[src/inc/step_translator_pkg.sv]
// Package with constants, register map and carrier types for the step translator
package step_translator_pkg;

  // ----------------------------------------------------------------------------
  // Summary of operation
  // ----------------------------------------------------------------------------
  // Summary of operation
  // - An index from 0 to 63 selects one of 64 phase table positions.
  // - Each position gives a sign and a six-bit magnitude current for both phases.
  // - Resolution code hi,lo: 00 full, 01 half, 10 quarter, 11 sixteenth.
  // - Each resolution bit is pin OR register bit; register bits reset to zero.
  // - Resolution affects only step pin motion, never serial step changes.
  // - Sixteenth step moves the index by one per step edge, per direction.
  // - Full step uses only positions 8, 24, 40 and 56.
  // - Half step uses only multiples of eight, 0 to 56.
  // - Quarter step uses only multiples of four, 0 to 60.
  // - After a change, next edge goes to the nearest valid position onward.
  // - Resolution may change between step edges; it applies from the next.
  // - One count is 5.625 electrical degrees; 0 is B full, A zero.
  // - All index arithmetic wraps modulo 64.
  // - Serial step value is added only on strobe rise after a run write.

  // ----------------------------------------------------------------------------
  // Widths and bus answers
  // ----------------------------------------------------------------------------
  localparam int unsigned INDEX_W  = 6;
  localparam int unsigned MAG_W    = 6;
  localparam int unsigned ADDR_W   = 12;
  localparam int unsigned DATA_W   = 32;
  localparam int unsigned PIN_W    = 5;
  localparam int unsigned QUART_N  = 17;

  // ----------------------------------------------------------------------------
  // Register byte addresses
  // ----------------------------------------------------------------------------
  localparam logic [ADDR_W-1:0] ADDR_CONFIG = 12'h000;
  localparam logic [ADDR_W-1:0] ADDR_RUN    = 12'h004;
  localparam logic [ADDR_W-1:0] ADDR_STATUS = 12'h008;
  localparam logic [ADDR_W-1:0] ADDR_PHASE  = 12'h00C;

  // ----------------------------------------------------------------------------
  // Field positions and reset values
  // ----------------------------------------------------------------------------
  localparam int unsigned RUN_ARMED_BIT   = 8;
  localparam int unsigned STAT_RES_LSB    = 6;
  localparam int unsigned STAT_DIR_BIT    = 8;
  localparam int unsigned PHASE_B_LSB     = 8;
  localparam logic [1:0]         RES_REG_RESET  = 2'h0;
  localparam logic [INDEX_W-1:0] INDEX_RESET    = 6'h00;
  localparam logic [INDEX_W-1:0] STEP_VAL_RESET = 6'h00;

  // Resolution codes, high bit then low bit
  localparam logic [1:0] RES_FULL      = 2'h0;
  localparam logic [1:0] RES_HALF      = 2'h1;
  localparam logic [1:0] RES_QUARTER   = 2'h2;
  localparam logic [1:0] RES_SIXTEENTH = 2'h3;

  // Grid pitch and offset of each resolution
  localparam logic [INDEX_W-1:0] PITCH_FULL    = 6'h10;
  localparam logic [INDEX_W-1:0] OFFSET_FULL   = 6'h08;
  localparam logic [INDEX_W-1:0] PITCH_HALF    = 6'h08;
  localparam logic [INDEX_W-1:0] PITCH_QUARTER = 6'h04;
  localparam logic [INDEX_W-1:0] PITCH_SIXTEEN = 6'h01;
  localparam logic [INDEX_W-1:0] OFFSET_NONE   = 6'h00;
  localparam logic [INDEX_W-1:0] QUARTER_TURN  = 6'h10;

  // Pin vector positions
  localparam int unsigned PIN_STEP   = 0;
  localparam int unsigned PIN_DIR    = 1;
  localparam int unsigned PIN_RES_LO = 2;
  localparam int unsigned PIN_RES_HI = 3;
  localparam int unsigned PIN_STROBE = 4;

  // ----------------------------------------------------------------------------
  // Carrier types
  // ----------------------------------------------------------------------------
  typedef struct packed {
    logic             negative;
    logic [MAG_W-1:0] magnitude;
  } phase_current_t;

  typedef struct packed {
    phase_current_t phase_a;
    phase_current_t phase_b;
  } phase_pair_t;

endpackage : step_translator_pkg

[src/hw/phase_table_lookup.sv]
// Phase current lookup: quarter-wave table unfolded over four quadrants
`timescale 1ns/1ps
`default_nettype none

module phase_table_lookup (
  input  wire logic [step_translator_pkg::INDEX_W-1:0] step_index,
  output var  step_translator_pkg::phase_pair_t        currents
);
  import step_translator_pkg::*;

  // Quarter sine, 0 to 90 degrees in 5.625 degree steps, full scale 63
  localparam logic [MAG_W-1:0] QUARTER [QUART_N] = '{
    6'h00, 6'h06, 6'h0C, 6'h12, 6'h18, 6'h1E, 6'h23, 6'h28, 6'h2D,
    6'h31, 6'h34, 6'h38, 6'h3A, 6'h3C, 6'h3E, 6'h3F, 6'h3F
  };

  logic [INDEX_W-1:0] b_index;

  // Sine at an index: quadrant picks mirror and sign
  function automatic phase_current_t sine_at(input logic [INDEX_W-1:0] idx);
    phase_current_t     r;
    logic [4:0]         pos;
    pos = {1'b0, idx[3:0]};
    if (idx[4]) begin
      pos = 5'(QUART_N - 1 - pos);
    end
    r.magnitude = QUARTER[pos];
    r.negative  = idx[5] && (r.magnitude != '0);
    return r;
  endfunction : sine_at

  // Phase A follows sine, phase B leads by a quarter turn so index 0 is B full
  assign b_index = INDEX_W'(step_index + QUARTER_TURN);
  always_comb begin
    currents.phase_a = sine_at(step_index);
    currents.phase_b = sine_at(b_index);
  end

endmodule : phase_table_lookup
`default_nettype wire

[src/hw/microstep_step_translator.sv]
// Step and direction translator with APB register access and serial step path
//
// Register access over APB and the placing of the registers were chosen for this implementation.
`timescale 1ns/1ps
`default_nettype none

module microstep_step_translator (
  input  wire logic                                    pclk,
  input  wire logic                                    presetn,
  input  wire logic                                    clk_en,
  // APB slave
  input  wire logic                                    psel,
  input  wire logic                                    penable,
  input  wire logic                                    pwrite,
  input  wire logic [step_translator_pkg::ADDR_W-1:0]  paddr,
  input  wire logic [step_translator_pkg::DATA_W-1:0]  pwdata,
  input  wire logic [3:0]                              pstrb,
  output logic      [step_translator_pkg::DATA_W-1:0]  prdata,
  output logic                                         pready,
  output logic                                         pslverr,
  // Host pins, asynchronous to pclk
  input  wire logic                                    step_pin,
  input  wire logic                                    dir_pin,
  input  wire logic                                    resolution_sel_lo,
  input  wire logic                                    resolution_sel_hi,
  input  wire logic                                    serial_strobe_n,
  // Translator outputs
  output logic      [step_translator_pkg::INDEX_W-1:0] step_index,
  output step_translator_pkg::phase_pair_t             phase_currents
);
  import step_translator_pkg::*;

  // ----------------------------------------------------------------------------
  // State
  // ----------------------------------------------------------------------------
  typedef struct packed {
    logic [PIN_W-1:0]   sync_a;
    logic [PIN_W-1:0]   sync_b;
    logic               step_prev;
    logic               strobe_prev;
    logic [INDEX_W-1:0] index;
    logic [1:0]         res_reg;
    logic [INDEX_W-1:0] step_change_value;
    logic               armed;
    logic               rd_ready;
    logic [DATA_W-1:0]  rd_data;
    phase_pair_t        currents;
  } state_t;

  // Synchroniser reset matches idle pin levels, so no false strobe edge after reset
  localparam logic [PIN_W-1:0] SYNC_IDLE = PIN_W'(1) << PIN_STROBE;

  localparam state_t STATE_RESET = '{
    sync_a:            SYNC_IDLE,
    sync_b:            SYNC_IDLE,
    step_prev:         1'b0,
    strobe_prev:       1'b1,
    index:             INDEX_RESET,
    res_reg:           RES_REG_RESET,
    step_change_value: STEP_VAL_RESET,
    armed:             1'b0,
    rd_ready:          1'b0,
    rd_data:           '0,
    currents:          '0
  };

  state_t             s;
  state_t             next_s;

  logic [PIN_W-1:0]   pins;
  logic               step_rise;
  logic               strobe_rise;
  logic               dir_up;
  logic [1:0]         res_eff;
  logic [INDEX_W-1:0] stepped_index;
  logic [INDEX_W-1:0] serial_index;
  logic               access_done;
  logic               wr_done;
  logic               addr_mapped;
  logic [DATA_W-1:0]  read_mux;
  phase_pair_t        lookup_currents;

  // ----------------------------------------------------------------------------
  // Grid stepping
  // ----------------------------------------------------------------------------
  // Moves to the nearest grid position strictly beyond idx in the chosen
  // direction. On-grid indices move by one pitch; off-grid ones snap to the
  // next point, so a resolution change never lands between grid points.
  function automatic logic [INDEX_W-1:0] grid_step(
    input logic [INDEX_W-1:0] idx,
    input logic [1:0]         res,
    input logic               up
  );
    logic [INDEX_W-1:0] pitch;
    logic [INDEX_W-1:0] offset;
    logic [INDEX_W-1:0] mask;
    logic [INDEX_W-1:0] rel;
    logic [INDEX_W-1:0] result;
    case (res)
      RES_FULL: begin
        pitch  = PITCH_FULL;
        offset = OFFSET_FULL;
      end
      RES_HALF: begin
        pitch  = PITCH_HALF;
        offset = OFFSET_NONE;
      end
      RES_QUARTER: begin
        pitch  = PITCH_QUARTER;
        offset = OFFSET_NONE;
      end
      default: begin
        pitch  = PITCH_SIXTEEN;
        offset = OFFSET_NONE;
      end
    endcase
    mask = INDEX_W'(pitch - PITCH_SIXTEEN);
    rel  = INDEX_W'(idx - offset);
    if (up) begin
      result = INDEX_W'((rel & ~mask) + pitch + offset);
    end else if ((rel & mask) != '0) begin
      result = INDEX_W'((rel & ~mask) + offset);
    end else begin
      result = INDEX_W'(rel - pitch + offset);
    end
    return result;
  endfunction : grid_step

  // ----------------------------------------------------------------------------
  // Pin conditioning
  // ----------------------------------------------------------------------------
  // All host pins are asynchronous; only the second stage is ever looked at
  always_comb begin
    pins             = '0;
    pins[PIN_STEP]   = step_pin;
    pins[PIN_DIR]    = dir_pin;
    pins[PIN_RES_LO] = resolution_sel_lo;
    pins[PIN_RES_HI] = resolution_sel_hi;
    pins[PIN_STROBE] = serial_strobe_n;
  end

  // Edge detection on the synchronised levels, one action per transition
  assign step_rise   = s.sync_b[PIN_STEP] && !s.step_prev;
  assign strobe_rise = s.sync_b[PIN_STROBE] && !s.strobe_prev;
  assign dir_up      = s.sync_b[PIN_DIR];

  // Pin level ORed with the register bit, sampled freshly at every step edge
  assign res_eff = {s.sync_b[PIN_RES_HI] | s.res_reg[1],
                    s.sync_b[PIN_RES_LO] | s.res_reg[0]};

  // ----------------------------------------------------------------------------
  // Index update paths
  // ----------------------------------------------------------------------------
  // Step pin motion honours the resolution grid
  assign stepped_index = step_rise ? grid_step(s.index, res_eff, dir_up) : s.index;

  // Serial motion adds the raw two's complement value and ignores resolution.
  // A step edge and a strobe in the same cycle both count; the host is meant
  // to keep them apart, so this only avoids losing either event.
  assign serial_index = (strobe_rise && s.armed) ?
                        INDEX_W'(stepped_index + s.step_change_value) :
                        stepped_index;

  // ----------------------------------------------------------------------------
  // Phase table
  // ----------------------------------------------------------------------------
  phase_table_lookup u_lookup (
    .step_index (s.index),
    .currents   (lookup_currents)
  );

  // ----------------------------------------------------------------------------
  // APB decode
  // ----------------------------------------------------------------------------
  // Read data is captured one edge after the request is seen, which lets the
  // data output come from flops at the cost of nothing when setup is clean.
  assign pready      = psel && penable && s.rd_ready && clk_en;
  assign access_done = pready;
  assign wr_done     = access_done && pwrite;

  always_comb begin
    addr_mapped = 1'b1;
    read_mux    = '0;
    case (paddr)
      ADDR_CONFIG: begin
        read_mux[1:0] = s.res_reg;
      end
      ADDR_RUN: begin
        read_mux[INDEX_W-1:0]  = s.step_change_value;
        read_mux[RUN_ARMED_BIT] = s.armed;
      end
      ADDR_STATUS: begin
        read_mux[INDEX_W-1:0]                    = s.index;
        read_mux[STAT_RES_LSB +: 2]              = res_eff;
        read_mux[STAT_DIR_BIT]                   = dir_up;
      end
      ADDR_PHASE: begin
        read_mux[MAG_W:0]                        = s.currents.phase_a;
        read_mux[PHASE_B_LSB +: MAG_W+1]         = s.currents.phase_b;
      end
      default: begin
        addr_mapped = 1'b0;
      end
    endcase
  end

  assign pslverr = pready && !addr_mapped;

  // ----------------------------------------------------------------------------
  // Next state
  // ----------------------------------------------------------------------------
  always_comb begin
    next_s = s;
    if (clk_en) begin
      // Two-stage synchroniser and edge history
      next_s.sync_a      = pins;
      next_s.sync_b      = s.sync_a;
      next_s.step_prev   = s.sync_b[PIN_STEP];
      next_s.strobe_prev = s.sync_b[PIN_STROBE];

      // Index moves by the step pin and the serial strobe
      next_s.index = serial_index;
      if (strobe_rise) begin
        next_s.armed = 1'b0;
      end

      // Registered phase currents follow the index one cycle later
      next_s.currents = lookup_currents;

      // Read data capture and access handshake
      if (psel && !s.rd_ready) begin
        next_s.rd_data  = read_mux;
        next_s.rd_ready = 1'b1;
      end
      if (access_done) begin
        next_s.rd_ready = 1'b0;
      end

      // Register writes; a run write arms even if a strobe consumes the old one
      if (wr_done && addr_mapped) begin
        case (paddr)
          ADDR_CONFIG: begin
            if (pstrb[0]) begin
              next_s.res_reg = pwdata[1:0];
            end
          end
          ADDR_RUN: begin
            if (pstrb[0]) begin
              next_s.step_change_value = pwdata[INDEX_W-1:0];
              next_s.armed             = 1'b1;
            end
          end
          default: begin
            next_s.res_reg = s.res_reg;
          end
        endcase
      end
    end
  end

  // ----------------------------------------------------------------------------
  // State register
  // ----------------------------------------------------------------------------
  always_ff @(posedge pclk or negedge presetn) begin
    if (!presetn) begin
      s <= STATE_RESET;
    end else begin
      s <= next_s;
    end
  end

  // Outputs straight from flops
  assign prdata         = s.rd_data;
  assign step_index     = s.index;
  assign phase_currents = s.currents;

endmodule : microstep_step_translator
`default_nettype wire

[config.mk]
export PLATFORM = sky130hd
export DESIGN_NAME = microstep_step_translator
export DESIGN_NICKNAME = d
export VERILOG_FILES = /design/src/inc/step_translator_pkg.sv /design/src/hw/phase_table_lookup.sv /design/src/hw/microstep_step_translator.sv
export SDC_FILE = /design/constraint.sdc
export NUM_CORES = 1
export LEC_CHECK = 0
export BUFFER_PORTS_ARGS = -buffer_cell sky130_fd_sc_hd__buf_2
export CAP_MARGIN = 20
export CORE_UTILIZATION = 30
export DETAILED_ROUTE_END_ITERATION = 8
export PLACE_DENSITY = 0.6
export SLEW_MARGIN = 40
export SYNTH_ARGS = -nofsm -noshare
export SYNTH_HDL_FRONTEND = slang
export SYNTH_HIERARCHICAL = 1
export SYNTH_SLANG_ARGS = --single-unit
[constraint.sdc]
create_clock -name pclk -period 4.82 [get_ports pclk]
set_clock_uncertainty 0.15 [all_clocks]
set_input_delay 0.964 -clock pclk [delete_from_list [all_inputs] [get_ports pclk]]
set_output_delay 0.964 -clock pclk [all_outputs]
set_load 0.01 [all_outputs]
==> out/qor.csv <==
stage,metric,value,unit
route,drc violations,0,
route,WL/cell,15.6,µm
global_route,GRT Util Overall,14.5,%
synthesis,Unique masters post-synth,86,
final_layout,area of the multi-input gates,0.00268,mm²
timing,slew margin rel.,47.6,%
floorplan,die span in x,127,µm
floorplan,num rows,45,
timing,max frequency,226,MHz
floorplan,Die ar.,0.0160,mm²
timing,Final Hold Vio Count,0,
timing,tightest hold margin,0.323,ns
final_layout,Synth-to-Final Area Change,10.0,%
power_and_ir_drop,total chip power,3330,µW
worst_setup_path,Buf/Inv on CP,4,
timing,final cycle utilization of the critical path,91.8,%
final_layout,final instance area,0.00513,mm²
placement,Detailed Place HPWL,8070,µm
synthesis,Post-synth EDFFs,0,
route,Final ANT Viol Nets,0,
synthesis,ys flop type,dfrtp_1,
final_layout,ratio of cells with drive above 1 in the final layout,30.7,%
worst_setup_path,largest delay contributor family on the critical path,adder cells,
timing,min Tclk post-route,4.42,ns
placement,I/O Buffers,66,
route,Via density,5.07,
clocking,root buffer cell,clkbuf_16,
global_route,pin count of the biggest net entering global routing,58,
worst_setup_path,CP required,4.93,ns
placement,gpl congestion,0.836,
route,Pre-antenna DRT Iters,4,
run_status,outcome,finished clean,
placement,placed cell areas,0.00483,mm²
global_route,first-pass GRT wire length,18200,µm
power_and_ir_drop,pwr/cell area,648,mW/mm²
floorplan,area of the core,0.0152,mm²
timing,Slew @ Worst Pin,0.783,ns
worst_setup_path,Most Frequent Cell on Critical Path,ha_1,
clocking,clock buffer depth,2,
worst_setup_path,CP cell instances,or2_4 -> inv_8 -> nand2_4 -> clkinv_2 -> nand2b_2 -> inv_1 -> ha_1 -> inv_1 -> ha_1 -> ha_1 -> xnor2_1 -> mux2i_1 -> nor2_1 -> a21oi_1 -> o21ai_0 -> ha_1 -> nand2b_1 -> or4_1 -> a31oi_1 -> nand4_1 -> o21ai_2 -> xor2_1,
clocking,CTS buffer count,9,
worst_setup_path,Critical Path Fanout Max,7,
synthesis,sequential-to-total area share from yosys stat,30.7,%
synthesis,"Cell Area, Synth",0.00466,mm²
clocking,CTS tree,built,
synthesis,YS warnings,6,
timing,final setup violation count,0,
clocking,CTS H-tree lvls,3,
worst_setup_path,Critical Path Sink Type,flop,
clocking,clock latency at the later pin of the worst-skew pair,0.33,ns
power_and_ir_drop,LEAKAGE,0.00244,µW
final_layout,FILL cells,1548,
clocking,Post-CTS Setup Bufs,0,
final_layout,n_diodes,0,
worst_hold_path,HP Class,flop to flop,
worst_setup_path,CP Data Arrival Time,4.53,ns
route,Iter 0 DRT Violations,190,
synthesis,dominant cell type by area after synthesis,dfrtp_1,
synthesis,ys async rst share,100,%
timing,max-slew violations,0,
floorplan,die span in y,127,µm
placement,setup slack at placement,0.283,ns
worst_setup_path,CP max stage delay,0.44,ns
route,aggregate routed wire length,10900,µm
global_route,initial antenna violation count,0,
worst_setup_path,crit path kind,flop to flop,
timing,unrepaired setup endpoints after global routing,no,
floorplan,IO Pins,113,
clocking,hold buffer count at cts,0,
synthesis,Yosys reg bits,57,
synthesis,share of the synthesized area in the top cell type,29.0,%
synthesis,synthesized area per cell,9.65,µm²
final_layout,register area,0.00143,mm²
final_layout,Post-layout nets,602,
clocking,clk sinks,57,
worst_setup_path,CP max-delay cell,or4_1,
global_route,GRT overflow,0,
global_route,number of global-route vias before repair,3531,
power_and_ir_drop,Worst IR Drop VDD,0.000221,V
timing,worst setup margin,0.397,ns
clocking,"Reg clk slew, reported paths",0.06,ns
route,routed vias,3562,
timing,Setup TNS Final,0,ns
job,maxcap violations,0,
worst_setup_path,CP Launch Type,flop,
synthesis,ranking of synthesized cells by area,"dfrtp_1 (29%), buf_4 (9.0%), mux2_2 (8.5%)",
synthesis,Post-Synthesis Cells,483,
floorplan,Initial Util,30.7,%
repair_timing:
action | in CTS | in global routing
gates resized for setup | 0 | 1
hold endpoints to repair | 0 | 0
endpoints found under the setup margin | 0 | 1
layer usage:
metal / track usage, % / share of wire, %
met5: 0 / 0
met4: 4.62 / 1.1
met1: 18.3 / 45
met3: 3.37 / 4.5
met2: 24.4 / 49
per-stage QoR:
step	util [%]	instances
after floorplan	-	500
after global placement	31.8	687
after detailed placement	31.8	687
after CTS	33.7	703
after global routing	33.7	703
final	33.7	703
kinds of logic (layout without fill, tap and decap cells):
group | Yosys count | after routing | synth area share [%]
and+or+nand+nor | 123 | 123 | 14.4
buffers and inverters | 101 | 116 | 13.4
AOI/OAI and AO/OA | 99 | 99 | 16.0
DFF | 57 | 57 | 30.7
muxes | 52 | 52 | 13.0
adders and majority gates | 33 | 33 | 9.18
xor gates and xnor gates | 17 | 17 | 3.19
other | 1 | 18 | 0.0804
flip-flops by register name (all words and copies together), names as in the netlist:
| name | flops |
|---|---|
| phase_currents | 14 |
| prdata | 15 |
| s | 21 |
| step_index | 6 |
| dir_up | 1 |
where the power goes:
| group | total, µW | internal, µW | switching (µW) | leakage [µW] |
|---|---|---|---|---|
| clock | 623 | 396 | 227 | 0.000138 |
| combinational | 2020 | 872 | 1150 | 0.00159 |
| sequential | 679 | 584 | 95.5 | 0.000714 |
placed cells by master, fill, tap and decap left out, types with 4 or more instances in the layout:
master and n:
buf_2 66, dfrtp_1 54, mux2_2 35, nand2_1 34, ha_1 31, nor2_1 24, a21oi_1 24, inv_1 22
o21ai_0 19, conb_1 18, mux2i_1 12, xnor2_1 11, a22o_1 11, clkbuf_16 9, nand3_1 8, buf_4 8
nand2b_1 6, xor2_1 6, nor3_1 6, nor2b_1 5, nand4_1 5, clkinv_2 4, nand3b_1 4, nor3b_1 4
synth_stat cells (3+ instances only):
master / instances
inv_1: 22
nand4_1: 5
nor3_1: 7
a21oi_1: 24
xnor2_1: 11
nor2_1: 24
nand3b_1: 4
dfrtp_1: 54
nand2b_1: 6
a31oi_1: 3
dfstp_2: 3
xor2_1: 6
nor3b_1: 4
o21ai_0: 19
buf_2: 3
nand3_1: 8
a21o_1: 3
nand2_1: 34
nor2b_1: 5
nor4_1: 3
or3_1: 3
a22o_1: 11
buf_4: 56
a211o_1: 3
mux2i_1: 12
clkbuf_1: 10
buf_1: 3
o21ai_1: 3
ha_1: 31
buf_6: 3
mux2_2: 35
and3_1: 3
worst register-to-register path, stage by stage, from the launching register on:
cell,delay [ns]
dfrtp_1,0.39
or2_4,0.32
inv_8,0.12
nand2_4,0.06
clkinv_2,0.09
nand2b_2,0.09
inv_1,0.10
ha_1,0.26
inv_1,0.11
ha_1,0.24
ha_1,0.32
xnor2_1,0.14
mux2i_1,0.14
nor2_1,0.05
a21oi_1,0.18
o21ai_0,0.12
ha_1,0.36
nand2b_1,0.07
or4_1,0.44
a31oi_1,0.23
nand4_1,0.13
o21ai_2,0.10
xor2_1,0.15
final timing paths:
| kind | from | end | slack (ns) | depth (start not counted) |
|---|---|---|---|---|
| max | s[55] | step_index[5] | 0.40 | 22 |
| min | prdata[0] | prdata[0] | 0.32 | 2 |
| max reg2reg | s[55] | step_index[5] | 0.40 | 22 |
| min reg2reg | prdata[0] | prdata[0] | 0.32 | 2 |
| max in group asynchronous | presetn | phase_currents[4] | 3.42 | 2 |
| min in group asynchronous | presetn | step_index[4] | 0.62 | 2 |
layout make-up:
cell class | instances | area share (%)
Tap cell | 188 | 4.59
Sequential cell | 57 | 27.9
Inverter | 26 | 2.12
Clock inverter | 6 | 1.17
Multi-Input combinational cell | 342 | 52.2
Timing Repair Buffer | 74 | 7.61
Clock buffer | 10 | 4.46
No activity file was read; power rests on OpenSTA's default activity.
